**src/include/e1_status_pkg.sv**
```systemverilog
// Shared constants and carrier types for the E1 event status and error counter bank.
// Assumes one 10 MHz clock and framer logic that delivers one-cycle event strobes on it.
package e1_status_pkg;

    // Register offsets on the parallel control port.
    localparam logic [7:0] OFS_VIOL_HIGH  = 8'h00;
    localparam logic [7:0] OFS_VIOL_LOW   = 8'h01;
    localparam logic [7:0] OFS_CRC_HIGH   = 8'h02;
    localparam logic [7:0] OFS_CRC_LOW    = 8'h03;
    localparam logic [7:0] OFS_EBIT_HIGH  = 8'h04;
    localparam logic [7:0] OFS_EBIT_LOW   = 8'h05;
    localparam logic [7:0] OFS_RX_ALARM   = 8'h06;
    localparam logic [7:0] OFS_EVENT      = 8'h07;
    localparam logic [7:0] OFS_ALARM_MASK = 8'h16;
    localparam logic [7:0] OFS_EVENT_MASK = 8'h17;

    // Value after reset of every status, mask and read-data register.
    localparam logic [7:0] REG_RESET      = 8'h00;
    // Value returned for an unmapped address.
    localparam logic [7:0] UNMAPPED_DATA  = 8'h00;

    // Bit positions inside the event status and event mask registers.
    localparam int BIT_RX_SIG_MF    = 7;
    localparam int BIT_RX_ALIGN     = 6;
    localparam int BIT_TX_MF        = 5;
    localparam int BIT_INTERVAL     = 4;
    localparam int BIT_TX_ALIGN     = 3;
    localparam int BIT_TX_CLK_LOST  = 2;
    localparam int BIT_RX_CRC_MF    = 1;
    localparam int BIT_TX_SLIP      = 0;

    // Receive frames are 125 us apart: 8000 make one second, 500 make 62.5 ms.
    localparam int             FRAME_CNT_W      = 13;
    localparam logic [12:0]    FRAMES_PER_SEC   = 13'd8000;
    localparam logic [12:0]    FRAMES_PER_FAST  = 13'd500;

    // One channel time of silence on the transmit clock, counted in mclk cycles.
    localparam int             MCLK_PERIOD_NS   = 100;
    localparam int             CLOCK_LOSS_NS    = 3900;
    localparam int             CLOCK_LOSS_W     = 6;
    localparam logic [5:0]     CLOCK_LOSS_CYCLES =
        6'((CLOCK_LOSS_NS + MCLK_PERIOD_NS - 1) / MCLK_PERIOD_NS);

    // Counter widths.
    localparam int VIOL_W = 16;
    localparam int CRC_W  = 10;
    localparam int EBIT_W = 10;
    localparam int FAS_W  = 12;

    // One-cycle event strobes from the framer and elastic stores.
    typedef struct packed {
        logic rx_sig_mf;
        logic rx_align;
        logic tx_mf;
        logic tx_align;
        logic rx_crc_mf;
        logic tx_slip;
    } framer_events_s;

    // Received line symbols, one strobe per bit time.
    typedef struct packed {
        logic bit_strobe;
        logic pos_mark;
        logic neg_mark;
    } line_code_s;

    // Error strobes and alignment levels from the receive framer.
    typedef struct packed {
        logic crc_word_error;
        logic fas_word_error;
        logic ebit_strobe;
        logic ebit_value;
        logic fas_sync_lost;
        logic crc_sync_lost;
    } rx_errors_s;

    // Control bits held elsewhere in the device.
    typedef struct packed {
        logic fast_interval_select;
        logic violation_type_select;
        logic rx_hdb3_enable;
        logic clock_loss_output_enable;
        logic crc4_enable;
    } control_s;

endpackage

```
**src/verilog/e1_event_status.sv**
```systemverilog
// Event status flags, interrupt masks and interval error counters of an E1 transceiver.
// Assumes framer strobes arrive on mclk and the host port strobes are synchronous to mclk.
`timescale 1ns/1ps
// Notes on behaviour
// - Receive signaling multiframe flag every multiframe
// - Receive align-frame flag at each align frame
// - Transmit multiframe flag every transmit multiframe
// - Interval flag each second or 62.5 ms
// - Transmit align-frame flag every 250 us
// - Clock-lost flag after one silent channel time
// - CRC multiframe flag, free-running without CRC4
// - Transmit slip flag on frame repeat/drop
// - Per-bit mask for receive alarm status
// - Per-bit mask for event status
// - Counts transfer to registers each interval
// - Type 0 counts BPVs, skipping HDB3 codes
// - Type 1 counts code violations
// - Violations always counted, saturating at 65535
// - Violation count high byte 0x00, low 0x01
// - CRC count split, FAS top bits above
// - CRC and E-bit counts stop without alignment
// - E-bit count increments on received zero
// - E-bit count split across two registers
// - Sync-lost status set while unaligned
module e1_event_status
    import e1_status_pkg::*;
(
    input  wire logic           mclk,
    input  wire logic           rst,
    input  wire logic [7:0]     host_addr,
    input  wire logic [7:0]     host_wdata,
    input  wire logic           host_rd,
    input  wire logic           host_wr,
    output logic      [7:0]     host_rdata,
    output logic                irq,
    output logic                clock_lost_out,
    input  wire logic           tx_clock_input,
    input  wire logic           rx_frame_strobe,
    input  wire framer_events_s events,
    input  wire line_code_s     line,
    input  wire rx_errors_s     errors,
    input  wire logic [7:0]     rx_alarm_status,
    input  wire control_s       control
);

    typedef struct packed {
        logic [7:0]             rx_alarm;
        logic [7:0]             event_status;
        logic [7:0]             alarm_mask;
        logic [7:0]             event_mask;
        logic [7:0]             rdata;
        logic                   irq;
        logic                   clock_lost_pin;
        logic [FRAME_CNT_W-1:0] frame_cnt;
        logic                   seen_mark;
        logic                   last_mark_neg;
        logic                   last_viol_neg;
    } bank_state_s;

    bank_state_s        state;
    bank_state_s        next_state;
    logic               interval_end;
    logic [12:0]        frame_limit;
    logic               clock_lost;
    logic               bpv;
    logic               viol_inc;
    logic               crc_inc;
    logic               fas_inc;
    logic               ebit_inc;
    logic               crc_aligned;
    logic [7:0]         event_set;
    logic [7:0]         alarm_set;
    logic [VIOL_W-1:0]  viol_held;
    logic [CRC_W-1:0]   crc_held;
    logic [EBIT_W-1:0]  ebit_held;
    logic [FAS_W-1:0]   fas_held;

    // Interval timer paced by received frames; its end latches all counters.
    assign frame_limit  = control.fast_interval_select ? FRAMES_PER_FAST
                                                       : FRAMES_PER_SEC;
    assign interval_end = rx_frame_strobe
                       && (state.frame_cnt >= frame_limit - 13'd1);

    // Line code violation detection for both counting modes.
    assign bpv      = line.bit_strobe && (line.pos_mark || line.neg_mark) && state.seen_mark
                   && (line.neg_mark == state.last_mark_neg);
    assign viol_inc = control.violation_type_select
                    ? (bpv && (line.neg_mark == state.last_viol_neg))
                    : (bpv && (!control.rx_hdb3_enable
                               || (line.neg_mark == state.last_viol_neg)));

    // CRC and E-bit counting needs both frame and CRC multiframe alignment.
    assign crc_aligned = !errors.fas_sync_lost && !errors.crc_sync_lost;
    assign crc_inc     = errors.crc_word_error && crc_aligned;
    assign ebit_inc    = errors.ebit_strobe && !errors.ebit_value
                      && control.crc4_enable && crc_aligned;
    assign fas_inc     = errors.fas_word_error && !errors.fas_sync_lost;

    // Events that set the sticky flags this cycle.
    always_comb begin
        event_set                  = 8'h00;
        event_set[BIT_RX_SIG_MF]   = events.rx_sig_mf;
        event_set[BIT_RX_ALIGN]    = events.rx_align;
        event_set[BIT_TX_MF]       = events.tx_mf;
        event_set[BIT_INTERVAL]    = interval_end;
        event_set[BIT_TX_ALIGN]    = events.tx_align;
        event_set[BIT_TX_CLK_LOST] = clock_lost;
        event_set[BIT_RX_CRC_MF]   = events.rx_crc_mf;
        event_set[BIT_TX_SLIP]     = events.tx_slip;
        alarm_set                  = rx_alarm_status;
    end

    // Next-state logic for flags, masks, read data, interrupt and line tracking.
    always_comb begin
        next_state = state;
        // Flags stay set until a status read; a set in the read cycle wins.
        if (host_rd && host_addr == OFS_EVENT) begin
            next_state.event_status = event_set;
        end else begin
            next_state.event_status = state.event_status | event_set;
        end
        if (host_rd && host_addr == OFS_RX_ALARM) begin
            next_state.rx_alarm = alarm_set;
        end else begin
            next_state.rx_alarm = state.rx_alarm | alarm_set;
        end
        // Mask writes.
        if (host_wr && host_addr == OFS_ALARM_MASK) begin
            next_state.alarm_mask = host_wdata;
        end
        if (host_wr && host_addr == OFS_EVENT_MASK) begin
            next_state.event_mask = host_wdata;
        end
        // Read data shows the value before any clear caused by this read.
        if (host_rd) begin
            case (host_addr)
                OFS_VIOL_HIGH:  next_state.rdata = viol_held[15:8];
                OFS_VIOL_LOW:   next_state.rdata = viol_held[7:0];
                OFS_CRC_HIGH:   next_state.rdata = {fas_held[11:6], crc_held[9:8]};
                OFS_CRC_LOW:    next_state.rdata = crc_held[7:0];
                OFS_EBIT_HIGH:  next_state.rdata = {fas_held[5:0], ebit_held[9:8]};
                OFS_EBIT_LOW:   next_state.rdata = ebit_held[7:0];
                OFS_RX_ALARM:   next_state.rdata = state.rx_alarm;
                OFS_EVENT:      next_state.rdata = state.event_status;
                OFS_ALARM_MASK: next_state.rdata = state.alarm_mask;
                OFS_EVENT_MASK: next_state.rdata = state.event_mask;
                default:        next_state.rdata = UNMAPPED_DATA;
            endcase
        end
        // Interrupt follows the flags and masks that take effect next cycle.
        next_state.irq = |(next_state.event_status & next_state.event_mask)
                      || |(next_state.rx_alarm & next_state.alarm_mask);
        next_state.clock_lost_pin = clock_lost && control.clock_loss_output_enable;
        // Interval frame counter.
        if (interval_end) begin
            next_state.frame_cnt = '0;
        end else if (rx_frame_strobe) begin
            next_state.frame_cnt = state.frame_cnt + 13'd1;
        end
        // Polarity history of marks and violations.
        if (line.bit_strobe && (line.pos_mark || line.neg_mark)) begin
            next_state.seen_mark     = 1'b1;
            next_state.last_mark_neg = line.neg_mark;
        end
        if (bpv) begin
            next_state.last_viol_neg = line.neg_mark;
        end
    end

    // Registers the bank state.
    always_ff @(posedge mclk) begin
        if (rst) begin
            state <= '0;
        end else begin
            state <= next_state;
        end
    end

    // Transmit clock watchdog.
    tx_clock_monitor u_tx_clock_monitor (
        .mclk           (mclk),
        .rst            (rst),
        .tx_clock_input (tx_clock_input),
        .clock_lost     (clock_lost)
    );

    // Violation counter runs regardless of alignment and saturates.
    error_counter #(.WIDTH(VIOL_W), .SATURATE(1'b1)) u_viol_counter (
        .mclk  (mclk),
        .rst   (rst),
        .inc   (viol_inc),
        .latch (interval_end),
        .held  (viol_held)
    );

    // CRC word error counter.
    error_counter #(.WIDTH(CRC_W), .SATURATE(1'b0)) u_crc_counter (
        .mclk  (mclk),
        .rst   (rst),
        .inc   (crc_inc),
        .latch (interval_end),
        .held  (crc_held)
    );

    // Far-end block error counter.
    error_counter #(.WIDTH(EBIT_W), .SATURATE(1'b0)) u_ebit_counter (
        .mclk  (mclk),
        .rst   (rst),
        .inc   (ebit_inc),
        .latch (interval_end),
        .held  (ebit_held)
    );

    // Framing word error counter, shown beside the CRC and E-bit counts.
    error_counter #(.WIDTH(FAS_W), .SATURATE(1'b0)) u_fas_counter (
        .mclk  (mclk),
        .rst   (rst),
        .inc   (fas_inc),
        .latch (interval_end),
        .held  (fas_held)
    );

    assign host_rdata     = state.rdata;
    assign irq            = state.irq;
    assign clock_lost_out = state.clock_lost_pin;

endmodule

```
**src/verilog/error_counter.sv**
```systemverilog
// Counts error strobes during an interval and hands the total to a readable holding register.
// Assumes the latch strobe and the count strobe are one-cycle pulses on mclk.
`timescale 1ns/1ps
module error_counter
    import e1_status_pkg::*;
#(
    parameter int WIDTH    = 10,
    parameter bit SATURATE = 1'b0
) (
    input  wire logic             mclk,
    input  wire logic             rst,
    input  wire logic             inc,
    input  wire logic             latch,
    output logic      [WIDTH-1:0] held
);

    typedef struct packed {
        logic [WIDTH-1:0] count;
        logic [WIDTH-1:0] held;
    } cnt_state_s;

    cnt_state_s state;
    cnt_state_s next_state;
    logic       at_max;

    // An error arriving with the latch starts the new interval, so nothing is lost.
    always_comb begin
        next_state = state;
        at_max     = &state.count;
        if (latch) begin
            next_state.held  = state.count;
            next_state.count = WIDTH'(inc);
        end else if (inc && !(SATURATE && at_max)) begin
            next_state.count = state.count + WIDTH'(1);
        end
    end

    // Registers the counter state.
    always_ff @(posedge mclk) begin
        if (rst) begin
            state <= '0;
        end else begin
            state <= next_state;
        end
    end

    assign held = state.held;

endmodule

```
**src/verilog/tx_clock_monitor.sv**
```systemverilog
// Watches the transmit clock pin and reports when it has stopped toggling.
// Assumes the pin is asynchronous to mclk; it is synchronised through three flip-flops.
`timescale 1ns/1ps
module tx_clock_monitor
    import e1_status_pkg::*;
(
    input  wire logic mclk,
    input  wire logic rst,
    input  wire logic tx_clock_input,
    output logic      clock_lost
);

    typedef struct packed {
        logic [2:0]              sync;
        logic                    level;
        logic [CLOCK_LOSS_W-1:0] idle;
        logic                    lost;
    } mon_state_s;

    mon_state_s state;
    mon_state_s next_state;
    logic       edge_seen;

    // A transition counts once the second and third stages agree on a new level.
    always_comb begin
        next_state      = state;
        next_state.sync = {state.sync[1:0], tx_clock_input};
        edge_seen       = (state.sync[1] == state.sync[2]) && (state.sync[2] != state.level);
        if (edge_seen) begin
            next_state.level = state.sync[2];
            next_state.idle  = '0;
            next_state.lost  = 1'b0;
        end else if (state.idle >= CLOCK_LOSS_CYCLES - 6'd1) begin
            next_state.lost  = 1'b1;
        end else begin
            next_state.idle  = state.idle + 6'd1;
        end
    end

    // Registers the monitor state.
    always_ff @(posedge mclk) begin
        if (rst) begin
            state <= '0;
        end else begin
            state <= next_state;
        end
    end

    assign clock_lost = state.lost;

endmodule
```
**config.mk**
```make
export PLATFORM = sky130hd
export DESIGN_NAME = e1_event_status
export DESIGN_NICKNAME = d
export VERILOG_FILES = /design/src/include/e1_status_pkg.sv /design/src/verilog/e1_event_status.sv /design/src/verilog/error_counter.sv /design/src/verilog/tx_clock_monitor.sv
export SDC_FILE = /design/constraint.sdc
export NUM_CORES = 1
export LEC_CHECK = 0
export ABC_AREA = 1
export BUFFER_PORTS_ARGS = -buffer_cell sky130_fd_sc_hd__buf_4
export CAP_MARGIN = 15
export CORE_AREA = 4 4 118 120
export CTS_BUF_LIST = sky130_fd_sc_hd__clkbuf_8
export CTS_CLUSTER_DIAMETER = 80
export DETAILED_ROUTE_END_ITERATION = 8
export DIE_AREA = 0 0 122 124
export GPL_TIMING_DRIVEN = 0
export PLACE_DENSITY_LB_ADDON = 0.12
export SETUP_SLACK_MARGIN = 0.3
export SLEW_MARGIN = 20
export SYNTH_ARGS = -nofsm -noshare
export SYNTH_HDL_FRONTEND = slang
export SYNTH_SLANG_ARGS = --single-unit
```
**constraint.sdc**
```tcl
create_clock -name mclk -period 2.6 [get_ports mclk]
set_clock_uncertainty 0.2 [all_clocks]
set_input_delay 0.52 -clock mclk [delete_from_list [all_inputs] [get_ports mclk]]
set_output_delay 0.52 -clock mclk [all_outputs]
set_load 0.02 [all_outputs]
```
==> implementation parameters, run 1 <==
Parameter                              Value

Timing
  Max Slew Vio Count    0
  Post-route fraction of the period consumed by the critical path    0.840
  RSZ-0062 raised after global routing    false
  Maximum clock frequency    458 MHz
  Worst Max-Slew Pin Slew    between 600 and 700 ps
  Setup slack of the critical path after layout    415 ps
  Minimum clock period    2190 ps
  Number of hold violations in the final report    0
  Final setup vio count    0
  Relative slew margins    0.590

Yosys
  Flip-flop and latch count after synthesis    165
  Dominant cells by area after synthesis    sky130_fd_sc_hd__dfxtp_1, sky130_fd_sc_hd__nand2_1, sky130_fd_sc_hd__nor2_1, sky130_fd_sc_hd__a21oi_1, sky130_fd_sc_hd__inv_1
  Cell taking the most area after synthesis    sky130_fd_sc_hd__dfxtp_1
  Net count after synthesis    1,183
  Share of async-settable or async-resettable flops after synthesis    0
  Number of enable flip-flop cells after synthesis    0
  Most frequent cells after synthesis    sky130_fd_sc_hd__nand2_1, sky130_fd_sc_hd__nor2_1, sky130_fd_sc_hd__dfxtp_1
  Synthesized area per cell    7.05 sq um
  Proportion of netlist area held by the largest area contributor    0.419
  Number of instances in the synthesized netlist    1,118
  Most numerous cell in the Yosys netlist    sky130_fd_sc_hd__nand2_1
  Number of different library cells in the post-synthesis netlist    40
  Fraction of the yosys area taken by sequential cells    0.419
  Area of the mapped netlist    7880 sq um
  Warning count from the yosys run    0
  Most used DFF post-synth    sky130_fd_sc_hd__dfxtp_1

Global route
  Total track usage    0.252
  Wire length of the first global-routing pass    roughly 30 mm
  Antenna violations before repair    0
  Pin count of the biggest net entering global routing    17
  Via count of the first global-routing pass    6,340
  GR Overflow Total    0

Power
  LEAKAGE    0.00387 uW
  Power per unit of standard cell area    between 500 and 600 nW/um^2
  Worst vdd ir    0.342 mV

Cells and area
  Number of filler cells placed in the layout    1,154
  Count of inserted antenna diode cells    0
  Share of post-route cells with drive strength above 1    0.131
  Final net count    between 1,000 and 1,500
  Area growth from synthesis to layout    14.2%
  Finished Core Util    0.693

Floorplan
  Chip height    124 um
  Ports    60
  Die outline width    122 um
  Cell Rows    42
  Area of the core    13,000 sq um
  Area of the die    15,100 sq um
  Initial cell density of the core    0.607

Clock tree
  Latest clock arrival within the worst-skew pair    460 ps
  Root Driver    sky130_fd_sc_hd__clkbuf_8
  Post-CTS setup repair buffer count    0
  Clock tree from TritonCTS    yes
  Bufs on Longest Clock Path    2
  Clock net sink count    165
  Clock transition time at the flip-flop clock pins of the worst setup and hold paths    90 ps
  Post-CTS Hold Fix Bufs    0
  Total number of H-tree levels    4
  Number of clock buffers inserted by TritonCTS    17

Setup path
  Critical Path End Type    flip-flop
  Buffering stage count on the worst path with inverters included    2
  Slowest-stage cell, CP    sky130_fd_sc_hd__dfxtp_1
  Critical setup path kind    reg -> reg
  Crit-path leading delay family    simple AND/OR/NAND/NOR gates
  Worst Path Max Fanout    10
  FF-to-FF setup slack    410 ps
  Crit-path cells    ha_1 -> nand3_1 -> nor2_2 -> nand4_1 -> o21ai_1 -> nand2_2 -> buf_6 -> buf_4 -> a21oi_1 -> nor2_1
  Launching point of the worst reg2reg path    state[13]$_SDFFE_PP0P_
  Worst Path Arrival    2340 ps
  Required @ worst endpoint    2750 ps
  Slowest cell delay on critical path    340 ps
  Worst Setup Start Kind    flip-flop
  Logic depth of the worst register-to-register path    10
  Capture point of the worst reg-to-reg path    u_fas_counter.state[12]$_SDFFE_PP0P_

Status
  Result of the run    finished clean

Worst hold path
  Worst min-delay path category    in -> reg
  Hold EP    u_tx_clock_monitor.next_state[9]$_SDFF_PP0_
  Hold path startpoint    tx_clock_input
  Cell depth of the worst hold path    3

Routing
  Post-route ant nets    0
  Starting DRT DRC Count    661
  Ratio of routed vias to standard cells    5.20
  Residual DRC    0
  Pre-antenna DRT Iters    7
  Routed len/inst    between 10 and 15 um
  Vias    7,197
  Total Wirelength    18.6 mm

Placement
  Global placer's final weighted congestion    0.899
  Port Buf Inserts    58
  Dpl hpwl    13.8 mm
  Placement-stage worst setup slack    -49.0 ps

Flow run
  MaxCap Viol Count    0
-- cell families after synthesis --
logic type / after synthesis / share of synthesized area
adder cells (fa/ha/maj): 15 / 0.0238
AND/OR/NAND/NOR: 612 / 0.339
XOR/XNOR: 29 / 0.0322
flip-flops: 165 / 0.419
buffers and inverters: 143 / 0.0813
multiplexers: 1 / 0.00127
AO/OA/AOI/OAI: 153 / 0.103
-- metal layers --
metal  up-vias  global-route usage  share of wire  wire length (um)
met5         -                   0              0                 0
met1      3228               0.330           0.46              8580
li1       3736                   -              -                 -
met2       205               0.412           0.46              8550
met3        28              0.0577          0.059              1090
met4         0              0.0826          0.018               335
-- how the worst max path moves through the flow --
| stage | startpoint | end | slack [ps] | cells past startpoint |
|---|---|---|---|---|
| floorplan | control[4] | u_viol_counter.state[19]$_SDFFE_PP0P_ | 500 | 10 |
| detailed placement | control[4] | u_viol_counter.state[25]$_SDFFE_PP0P_ | -50 | 11 |
| CTS | state[13]$_SDFFE_PP0P_ | u_viol_counter.held[12]$_SDFFE_PP0P_ | 330 | 10 |
| global route | state[13]$_SDFFE_PP0P_ | u_viol_counter.held[2]$_SDFFE_PP0P_ | 280 | 9 |
| global placement | control[4] | u_viol_counter.state[25]$_SDFFE_PP0P_ | -50 | 11 |
| finish | state[13]$_SDFFE_PP0P_ | u_fas_counter.state[12]$_SDFFE_PP0P_ | 410 | 10 |
-- final cells by class --
cell class / count / area [sq um] / area share
plain buffers: 45 / 292 / 0.0324
repair buffers: 58 / 435 / 0.0484
well taps: 176 / 220 / 0.0245
clock inverters: 13 / 190 / 0.0211
multi-input cells: 810 / 3940 / 0.438
flip-flops and latches: 165 / 3300 / 0.367
clock buffers: 18 / 248 / 0.0275
inverters: 98 / 368 / 0.0409
-- what timing repair did --
item	4_1_cts	5_1_grt
setup endpoints to repair	10	59
pin swaps	0	1
endpoints found under the hold margin	0	0
gates resized for setup	1	23
-- registers in the layout, indices dropped and copies added (netlist names), 2 cells and up --
| register | flops |
|---|---|
| state | 48 |
| u_viol_counter.held | 16 |
| u_viol_counter.state | 16 |
| u_fas_counter.held | 12 |
| u_fas_counter.state | 12 |
| u_crc_counter.held | 10 |
| u_crc_counter.state | 10 |
| u_ebit_counter.held | 10 |
| u_ebit_counter.state | 10 |
| host_rdata | 8 |
| u_tx_clock_monitor.state | 8 |
| u_tx_clock_monitor.next_state | 2 |
-- per-stage QoR --
step | hold slack [ps] | power, uW | setup TNS [ps] | instance area, sq um | std cells
final | 62.2 | 4940 | 0 | 9000 | 1383
after global routing | 45.2 | 5110 | 0 | 9000 | 1383
after CTS | 36.3 | 4960 | 0 | 8970 | 1383
after detailed placement | 198 | 2930 | -595 | 8530 | 1352
after global placement | 191 | 2920 | -464 | 8530 | 1352
after floorplan | 188 | 2800 | 0 | 7880 | 1118
-- power breakdown --
part           internal [uW]  total (uW)  switching, uW
clock                   1150        2060            915
combinational            116         291            175
sequential              2560        2580           25.9
-- worst min-delay path, delay by kind of cell --
kind	cells	cell delay [ps]
buffers and inverters	2	110
AND/OR/NAND/NOR	1	60
-- placed cells by master, fill, tap and decap left out, types with 3 or more instances in the layout --
master	Yosys	layout
sky130_fd_sc_hd__nand2_1	271	271
sky130_fd_sc_hd__nor2_1	193	192
sky130_fd_sc_hd__dfxtp_1	165	165
sky130_fd_sc_hd__inv_1	94	97
sky130_fd_sc_hd__buf_4	16	73
sky130_fd_sc_hd__a21oi_1	72	72
sky130_fd_sc_hd__nand3_1	66	66
sky130_fd_sc_hd__o21ai_0	64	53
sky130_fd_sc_hd__nand4_1	25	25
sky130_fd_sc_hd__xor2_1	18	18
sky130_fd_sc_hd__clkbuf_8	0	18
sky130_fd_sc_hd__nor3_1	17	17
sky130_fd_sc_hd__o21ai_1	4	15
sky130_fd_sc_hd__ha_1	15	15
sky130_fd_sc_hd__clkbuf_1	14	12
sky130_fd_sc_hd__xnor2_1	11	11
sky130_fd_sc_hd__buf_2	11	10
sky130_fd_sc_hd__buf_6	4	7
sky130_fd_sc_hd__nor3b_1	7	7
sky130_fd_sc_hd__nor2_2	6	6
sky130_fd_sc_hd__nor2_4	4	5
sky130_fd_sc_hd__a21oi_2	5	5
sky130_fd_sc_hd__or2_2	5	5
sky130_fd_sc_hd__bufinv_16	0	5
sky130_fd_sc_hd__a21o_1	4	4
sky130_fd_sc_hd__clkinv_2	0	4
sky130_fd_sc_hd__nand2_2	3	3
sky130_fd_sc_hd__nor3_2	3	3
No activity file was read; power rests on OpenSTA's default activity.
==> run 2: changes to the inputs <==
==> constraint.sdc (replaced) <==
create_clock -name mclk -period 2.2 [get_ports mclk]
set_clock_uncertainty 0.2 [all_clocks]
set_input_delay 0.44 -clock mclk [delete_from_list [all_inputs] [get_ports mclk]]
set_output_delay 0.44 -clock mclk [all_outputs]
set_load 0.02 [all_outputs]
==> implementation parameters, run 2 (synthesized netlist as in run 1, its figures left out) <==
Parameter                              Value

Timing
  Max Slew Vio Count    0 (unchanged)
  Minimum clock period    2140 ps (-47.9 ps)
  Worst Max-Slew Pin Slew    646 ps (+33.4 ps)
  RSZ-0062 raised after global routing    true
  Final setup vio count    0 (unchanged)
  Post-route fraction of the period consumed by the critical path    0.971 (+0.131)
  Min Hold Slack    26.7 ps (-35.5 ps)
  Number of hold violations in the final report    0 (unchanged)
  Maximum clock frequency    468 MHz (+2.2%)
  Relative slew margins    0.570 (-0.0200)
  Setup tns final    0 ps (unchanged)

Cells and area
  Finished Core Util    0.772 (+0.0791)
  Count of inserted antenna diode cells    0 (unchanged)
  Flip-flop count of the largest register, all copies and words added    48 (unchanged)
  Number of filler cells placed in the layout    973 (-16%)
  Share of post-route cells with drive strength above 1    0.244 (+0.113)
  Area growth from synthesis to layout    27.3%
  Commonest non-fill, non-tap cell in the layout    sky130_fd_sc_hd__nand2_1
  Top reg by flops    state
  Final net count    1,299 (+3.1%)
  Commonest cells after routing, fill and taps aside    sky130_fd_sc_hd__nand2_1, sky130_fd_sc_hd__nor2_1, sky130_fd_sc_hd__dfxtp_1

Floorplan
  Initial cell density of the core    0.607 (unchanged)
  Area of the die    15,100 sq um (unchanged)
  Ports    60 (unchanged)
  Chip height    124 um (unchanged)
  Area of the core    13,000 sq um (unchanged)
  Die outline width    122 um (unchanged)
  Cell Rows    42 (unchanged)

Clock tree
  Number of clock buffers inserted by TritonCTS    17 (unchanged)
  Root Driver    sky130_fd_sc_hd__clkbuf_8
  Bufs on Longest Clock Path    2 (unchanged)
  Clock transition time at the flip-flop clock pins of the worst setup and hold paths    80 ps (about the same)
  Clock net sink count    165 (unchanged)
  Latest clock arrival within the worst-skew pair    470 ps (about the same)
  Clock tree from TritonCTS    yes
  Total number of H-tree levels    4 (unchanged)

Routing
  Starting DRT DRC Count    690 (+4.4%)
  Residual DRC    0 (unchanged)
  Post-route ant nets    0 (unchanged)
  Vias    7,619 (+5.9%)
  Ratio of routed vias to standard cells    5.35 (+2.9%)
  Pre-antenna DRT Iters    6 (-1)
  Total Wirelength    21.2 mm (+14%)
  Routed len/inst    14.9 um (+11%)

Global route
  Wire length of the first global-routing pass    32.1 mm (+6.6%)
  Antenna violations before repair    0 (unchanged)
  Total track usage    0.269 (+0.0174)
  Most heavily used metal layer in global routing    met2
  Met3 GRT Util    0.0590 (+0.00136)
  Met1 track utilization from global routing    0.332 (+0.00228)
  GR met2 Demand/Resource    0.463 (+0.0511)
  Pin count of the biggest net entering global routing    17 (unchanged)
  Via count of the first global-routing pass    6,738 (+6.3%)
  GR Overflow Total    0 (unchanged)

Setup path
  Slowest cell delay on critical path    360 ps (+20 ps)
  FF-to-FF setup slack    60 ps (-350 ps)
  Slowest-stage cell, CP    sky130_fd_sc_hd__dfxtp_4
  Crit-path leading delay family    simple AND/OR/NAND/NOR gates
  Worst Setup Start Kind    flip-flop
  Required @ worst endpoint    2360 ps (-390 ps)
  Worst Path Arrival    2290 ps (-50 ps)
  Worst Path Max Fanout    10 (unchanged)
  Critical setup path kind    reg -> reg
  Buffering stage count on the worst path with inverters included    1 (-1)
  Crit-path cells    ha_4 -> nand3_2 -> nor2_2 -> nand4_1 -> o21ai_1 -> nand2_2 -> clkbuf_4 -> o21ai_0 -> nor2_1
  Critical Path End Type    flip-flop

Placement
  Global placer's final weighted congestion    0.883 (-1.8%)
  Dpl hpwl    14.0 mm (+0.75%)
  Port Buf Inserts    58 (unchanged)

Worst hold path
  Worst min-delay path category    in -> reg

Power
  LEAKAGE    0.00430 uW (+11%)
  Power per unit of standard cell area    582 nW/um^2 (+6.2%)
  Worst vdd ir    0.581 mV (+70%)

Flow run
  MaxCap Viol Count    0 (unchanged)

Status
  Result of the run    finished clean
## run 2: final cells by class
type	count	area, sq um	area share
Timing Repair Buffer	97	865	0.0862
Clock buffer	19	262	0.0261
Buffer	45	433	0.0432
Multi-Input combinational cell	810	4390	0.438
Tap cell	176	220	0.0220
Sequential cell	165	3330	0.332
Clock inverter	13	164	0.0164
Inverter	98	368	0.0367
## run 2: final timing paths
| path | end | cells past startpoint | from |
|---|---|---|---|
| worst min-delay path | state[51]$_SDFF_PP0_ | 3 | rx_alarm_status[1] |
| worst min register to register | u_tx_clock_monitor.next_state[10]$_SDFF_PP0_ | 2 | u_tx_clock_monitor.next_state[9]$_SDFF_PP0_ |
| worst max-delay path | u_viol_counter.held[6]$_SDFFE_PP0P_ | 9 | state[13]$_SDFFE_PP0P_ |
| worst max register to register | u_viol_counter.held[6]$_SDFFE_PP0P_ | 9 | state[13]$_SDFFE_PP0P_ |
## run 2: what timing repair did
action,in CTS,in global routing
buffers inserted,18,12
setup endpoints to repair,111,120
pin swaps,26,41
hold buffers,2,0
hold endpoints to repair,2,0
resized for setup,78,100
gates cloned,5,2
## run 2: report_power, final
group / leakage (uW) / total [uW] / internal, uW / switching (uW)
Clock: 0.000229 / 2360 / 1270 / 1090
Sequential: 0.00134 / 3050 / 3020 / 33.1
Combinational: 0.00273 / 428 / 185 / 244
Total: 0.00430 / 5840 / 4480 / 1360
## run 2: stage by stage
stage               power, uW  cell area, sq um  setup slack (ps)  instances
global placement         3460              8640              -253       1352
global route             6000             10000             -6.86       1423
floorplan                3320              7990               228       1118
CTS                      5810              9540               123       1409
detailed placement       3470              8640              -274       1352
finish                   5840             10000              62.7       1423
## run 2: metal layers
layer	wire (um)	vias up
met3	1230	60
met5	0	-
met2	10100	237
met4	680	0
met1	9100	3495
li1	-	3827
## run 2: worst reg2reg max path: cells and delay by family, from the launching register on
family,cells,cell delay [ps]
AO/OA/AOI/OAI,2,390
adder cells (fa/ha/maj),1,270
buffers and inverters,1,240
flip-flops,1,360
AND/OR/NAND/NOR,5,580
==> run 3: changes to the inputs <==
==> constraint.sdc (replaced) <==
create_clock -name mclk -period 2.4 [get_ports mclk]
set_clock_uncertainty 0.2 [all_clocks]
set_input_delay 0.48 -clock mclk [delete_from_list [all_inputs] [get_ports mclk]]
set_output_delay 0.48 -clock mclk [all_outputs]
set_load 0.02 [all_outputs]
==> implementation parameters, run 3 (synthesized netlist as in run 1, its figures left out) <==
Parameter                              Value

Clock tree
  Number of clock buffers inserted by TritonCTS    17 (unchanged)
  Clock transition time at the flip-flop clock pins of the worst setup and hold paths    90 ps (about the same)
  Root Driver    sky130_fd_sc_hd__clkbuf_8
  Latest clock arrival within the worst-skew pair    460 ps (about the same)
  Bufs on Longest Clock Path    2 (unchanged)
  Clock net sink count    165 (unchanged)
  Total number of H-tree levels    4 (unchanged)
  Clock tree from TritonCTS    yes

Timing
  RSZ-0062 raised after global routing    true
  Relative slew margins    0.598 (+0.0279)
  Maximum clock frequency    467 MHz (-0.13%)
  Post-route fraction of the period consumed by the critical path    0.892 (-0.0798)
  Minimum clock period    2140 ps (+2.68 ps)
  Worst Max-Slew Pin Slew    604 ps (-41.9 ps)
  Final setup vio count    0 (unchanged)
  Number of hold violations in the final report    0 (unchanged)
  Max Slew Vio Count    0 (unchanged)

Placement
  Port Buf Inserts    58 (unchanged)
  Area after detailed placement    8530 sq um (-1.3%)
  Dpl hpwl    13.8 mm (-0.75%)
  Global placer's final weighted congestion    0.899 (+1.8%)
  Placed cell count    1,352 (unchanged)

Floorplan
  Ports    60 (unchanged)
  Chip height    124 um (unchanged)
  Die outline width    122 um (unchanged)
  Cell Rows    42 (unchanged)
  Area of the core    13,000 sq um (unchanged)
  Initial cell density of the core    0.607 (unchanged)
  Area of the die    15,100 sq um (unchanged)

Cells and area
  Finished Core Util    0.714 (-0.0583)
  Count of inserted antenna diode cells    0 (unchanged)
  Share of post-route cells with drive strength above 1    0.161 (-0.0830)
  Top reg by flops    state
  Non-Filler Instances    1,389 (-2.4%)
  Finished Cell Area    9270 sq um (-7.6%)
  Flip-flop count of the largest register, all copies and words added    48 (unchanged)
  Area growth from synthesis to layout    17.6%
  Number of filler cells placed in the layout    1,104 (+13%)
  Final net count    1,266 (-2.5%)
  Commonest cells after routing, fill and taps aside    sky130_fd_sc_hd__nand2_1, sky130_fd_sc_hd__nor2_1, sky130_fd_sc_hd__dfxtp_1
  Commonest non-fill, non-tap cell in the layout    sky130_fd_sc_hd__nand2_1

Global route
  Total track usage    0.254 (-0.0146)
  Wire length of the first global-routing pass    30.3 mm (-5.3%)
  Pin count of the biggest net entering global routing    17 (unchanged)
  Via count of the first global-routing pass    6,377 (-5.4%)
  Antenna violations before repair    0 (unchanged)
  GR Overflow Total    0 (unchanged)

Setup path
  Required @ worst endpoint    2550 ps (+190 ps)
  Crit-path cells    ha_4 -> nand3_4 -> nor2_4 -> nand4_1 -> o21ai_2 -> nand2_4 -> buf_8 -> buf_12 -> a21oi_2 -> nor2_1
  Critical Path End Type    flip-flop
  Crit-path leading delay family    simple AND/OR/NAND/NOR gates
  Worst Setup Start Kind    flip-flop
  Buffering stage count on the worst path with inverters included    2 (+1)
  Slowest-stage cell, CP    sky130_fd_sc_hd__dfxtp_4
  Critical setup path kind    reg -> reg
  Worst Path Max Fanout    10 (unchanged)
  Slowest cell delay on critical path    360 ps (about the same)
  Worst Path Arrival    2290 ps (about the same)

Worst hold path
  Worst min-delay path category    in -> reg

Routing
  Post-route ant nets    0 (unchanged)
  Ratio of routed vias to standard cells    5.22 (-2.5%)
  Total Wirelength    19.1 mm (-9.7%)
  Routed len/inst    13.7 um (-7.5%)
  Pre-antenna DRT Iters    5 (-1)
  Residual DRC    0 (unchanged)
  Starting DRT DRC Count    714 (+3.5%)
  Vias    7,253 (-4.8%)

Power
  Relative contribution of the clock network to total power    0.416 (+0.012)
  Net switching power figure    1220 uW (-10%)
  Internal    4150 uW (-7.3%)
  Worst vdd ir    0.375 mV (-36%)
  Fraction of power consumed by combinational cells    0.063 (-0.010)
  Switching Share    0.228 (-0.00556)
  Share of total power in sequential cells    0.521 (-0.002)
  LEAKAGE    0.00398 uW (-7.3%)
  Power per unit of standard cell area    580 nW/um^2 (-0.46%)

Status
  Result of the run    finished clean

Flow run
  MaxCap Viol Count    0 (unchanged)
## run 3: changes by cell type in the layout (fill, tap and decap cells not counted), moves of 5 or more
cell / change
sky130_fd_sc_hd__nor2_2: -29
sky130_fd_sc_hd__o21ai_2: -9
sky130_fd_sc_hd__o21ai_0: +5
sky130_fd_sc_hd__a21oi_1: +8
sky130_fd_sc_hd__buf_6: -5
sky130_fd_sc_hd__ha_1: +5
sky130_fd_sc_hd__nor2_4: -5
sky130_fd_sc_hd__buf_4: -19
sky130_fd_sc_hd__ha_4: -5
sky130_fd_sc_hd__nor2_1: +34
sky130_fd_sc_hd__dfxtp_1: +7
sky130_fd_sc_hd__a21oi_2: -6
sky130_fd_sc_hd__dfxtp_2: -6
## run 3: through the flow
step                      setup WS (ps)  hold WS [ps]  power, uW  setup TNS [ps]
final                               260          32.7       5370               0
after global routing                172          25.0       5560               0
after CTS                           281          9.58       5380               0
after detailed placement           -209           198       3170           -8320
after global placement             -207           191       3170           -7770
after floorplan                     340           188       3040               0
## run 3: per-layer routing
metal / share of wire / vias to the layer above / global-route usage
li1: - / 3760 / -
met1: 0.45 / 3248 / 0.330
met2: 0.47 / 214 / 0.423
met3: 0.058 / 31 / 0.0577
met4: 0.021 / 0 / 0.0812
met5: 0 / - / 0
## run 3: final cells by class
class | count | area [sq um] | share of cell area
buffer | 45 | 363 | 0.0392
clock buffer | 18 | 248 | 0.0267
clock inverter | 13 | 190 | 0.0205
inverter | 98 | 368 | 0.0397
multi-input combinational | 810 | 4080 | 0.440
sequential | 165 | 3320 | 0.358
tap | 176 | 220 | 0.0238
timing repair buffer | 64 | 487 | 0.0525
## run 3: path summary, 6_finish.rpt
path | startpoint | end | slack, ps | depth (start not counted)
setup / recovery | state[13]$_SDFFE_PP0P_ | u_fas_counter.state[12]$_SDFFE_PP0P_ | 260 | 10
hold / removal | control[1] | clock_lost_out$_SDFF_PP0_ | 30 | 3
setup reg to reg | state[13]$_SDFFE_PP0P_ | u_fas_counter.state[12]$_SDFFE_PP0P_ | 260 | 10
hold reg to reg | u_tx_clock_monitor.next_state[9]$_SDFF_PP0_ | u_tx_clock_monitor.next_state[10]$_SDFF_PP0_ | 210 | 2
## run 3: worst min-delay path, stage by stage
cell                      delay [ps]
sky130_fd_sc_hd__buf_4            70
sky130_fd_sc_hd__nand2_1          40
sky130_fd_sc_hd__nor2_1           70
## run 3: timing repair
item                                   in CTS  in global routing
setup endpoints to repair                  65                112
endpoints found under the hold margin       1                  0
hold buffers                                1                  0
pin swaps                                   1                  7
cloned                                      0                  0
setup buffers                               2                  3
gates resized for setup                    31                 69
## run 3: power groups by stage
| stage | registers (uW) | logic (uW) | clock network (uW) |
|---|---|---|---|
| finish | 2800 | 338 | 2240 |
| global route | 2800 | 374 | 2380 |
| CTS | 2800 | 319 | 2260 |
| detailed placement | 2860 | 310 | 0 |
| global placement | 2860 | 305 | 0 |
| floorplan | 2850 | 182 | 0 |
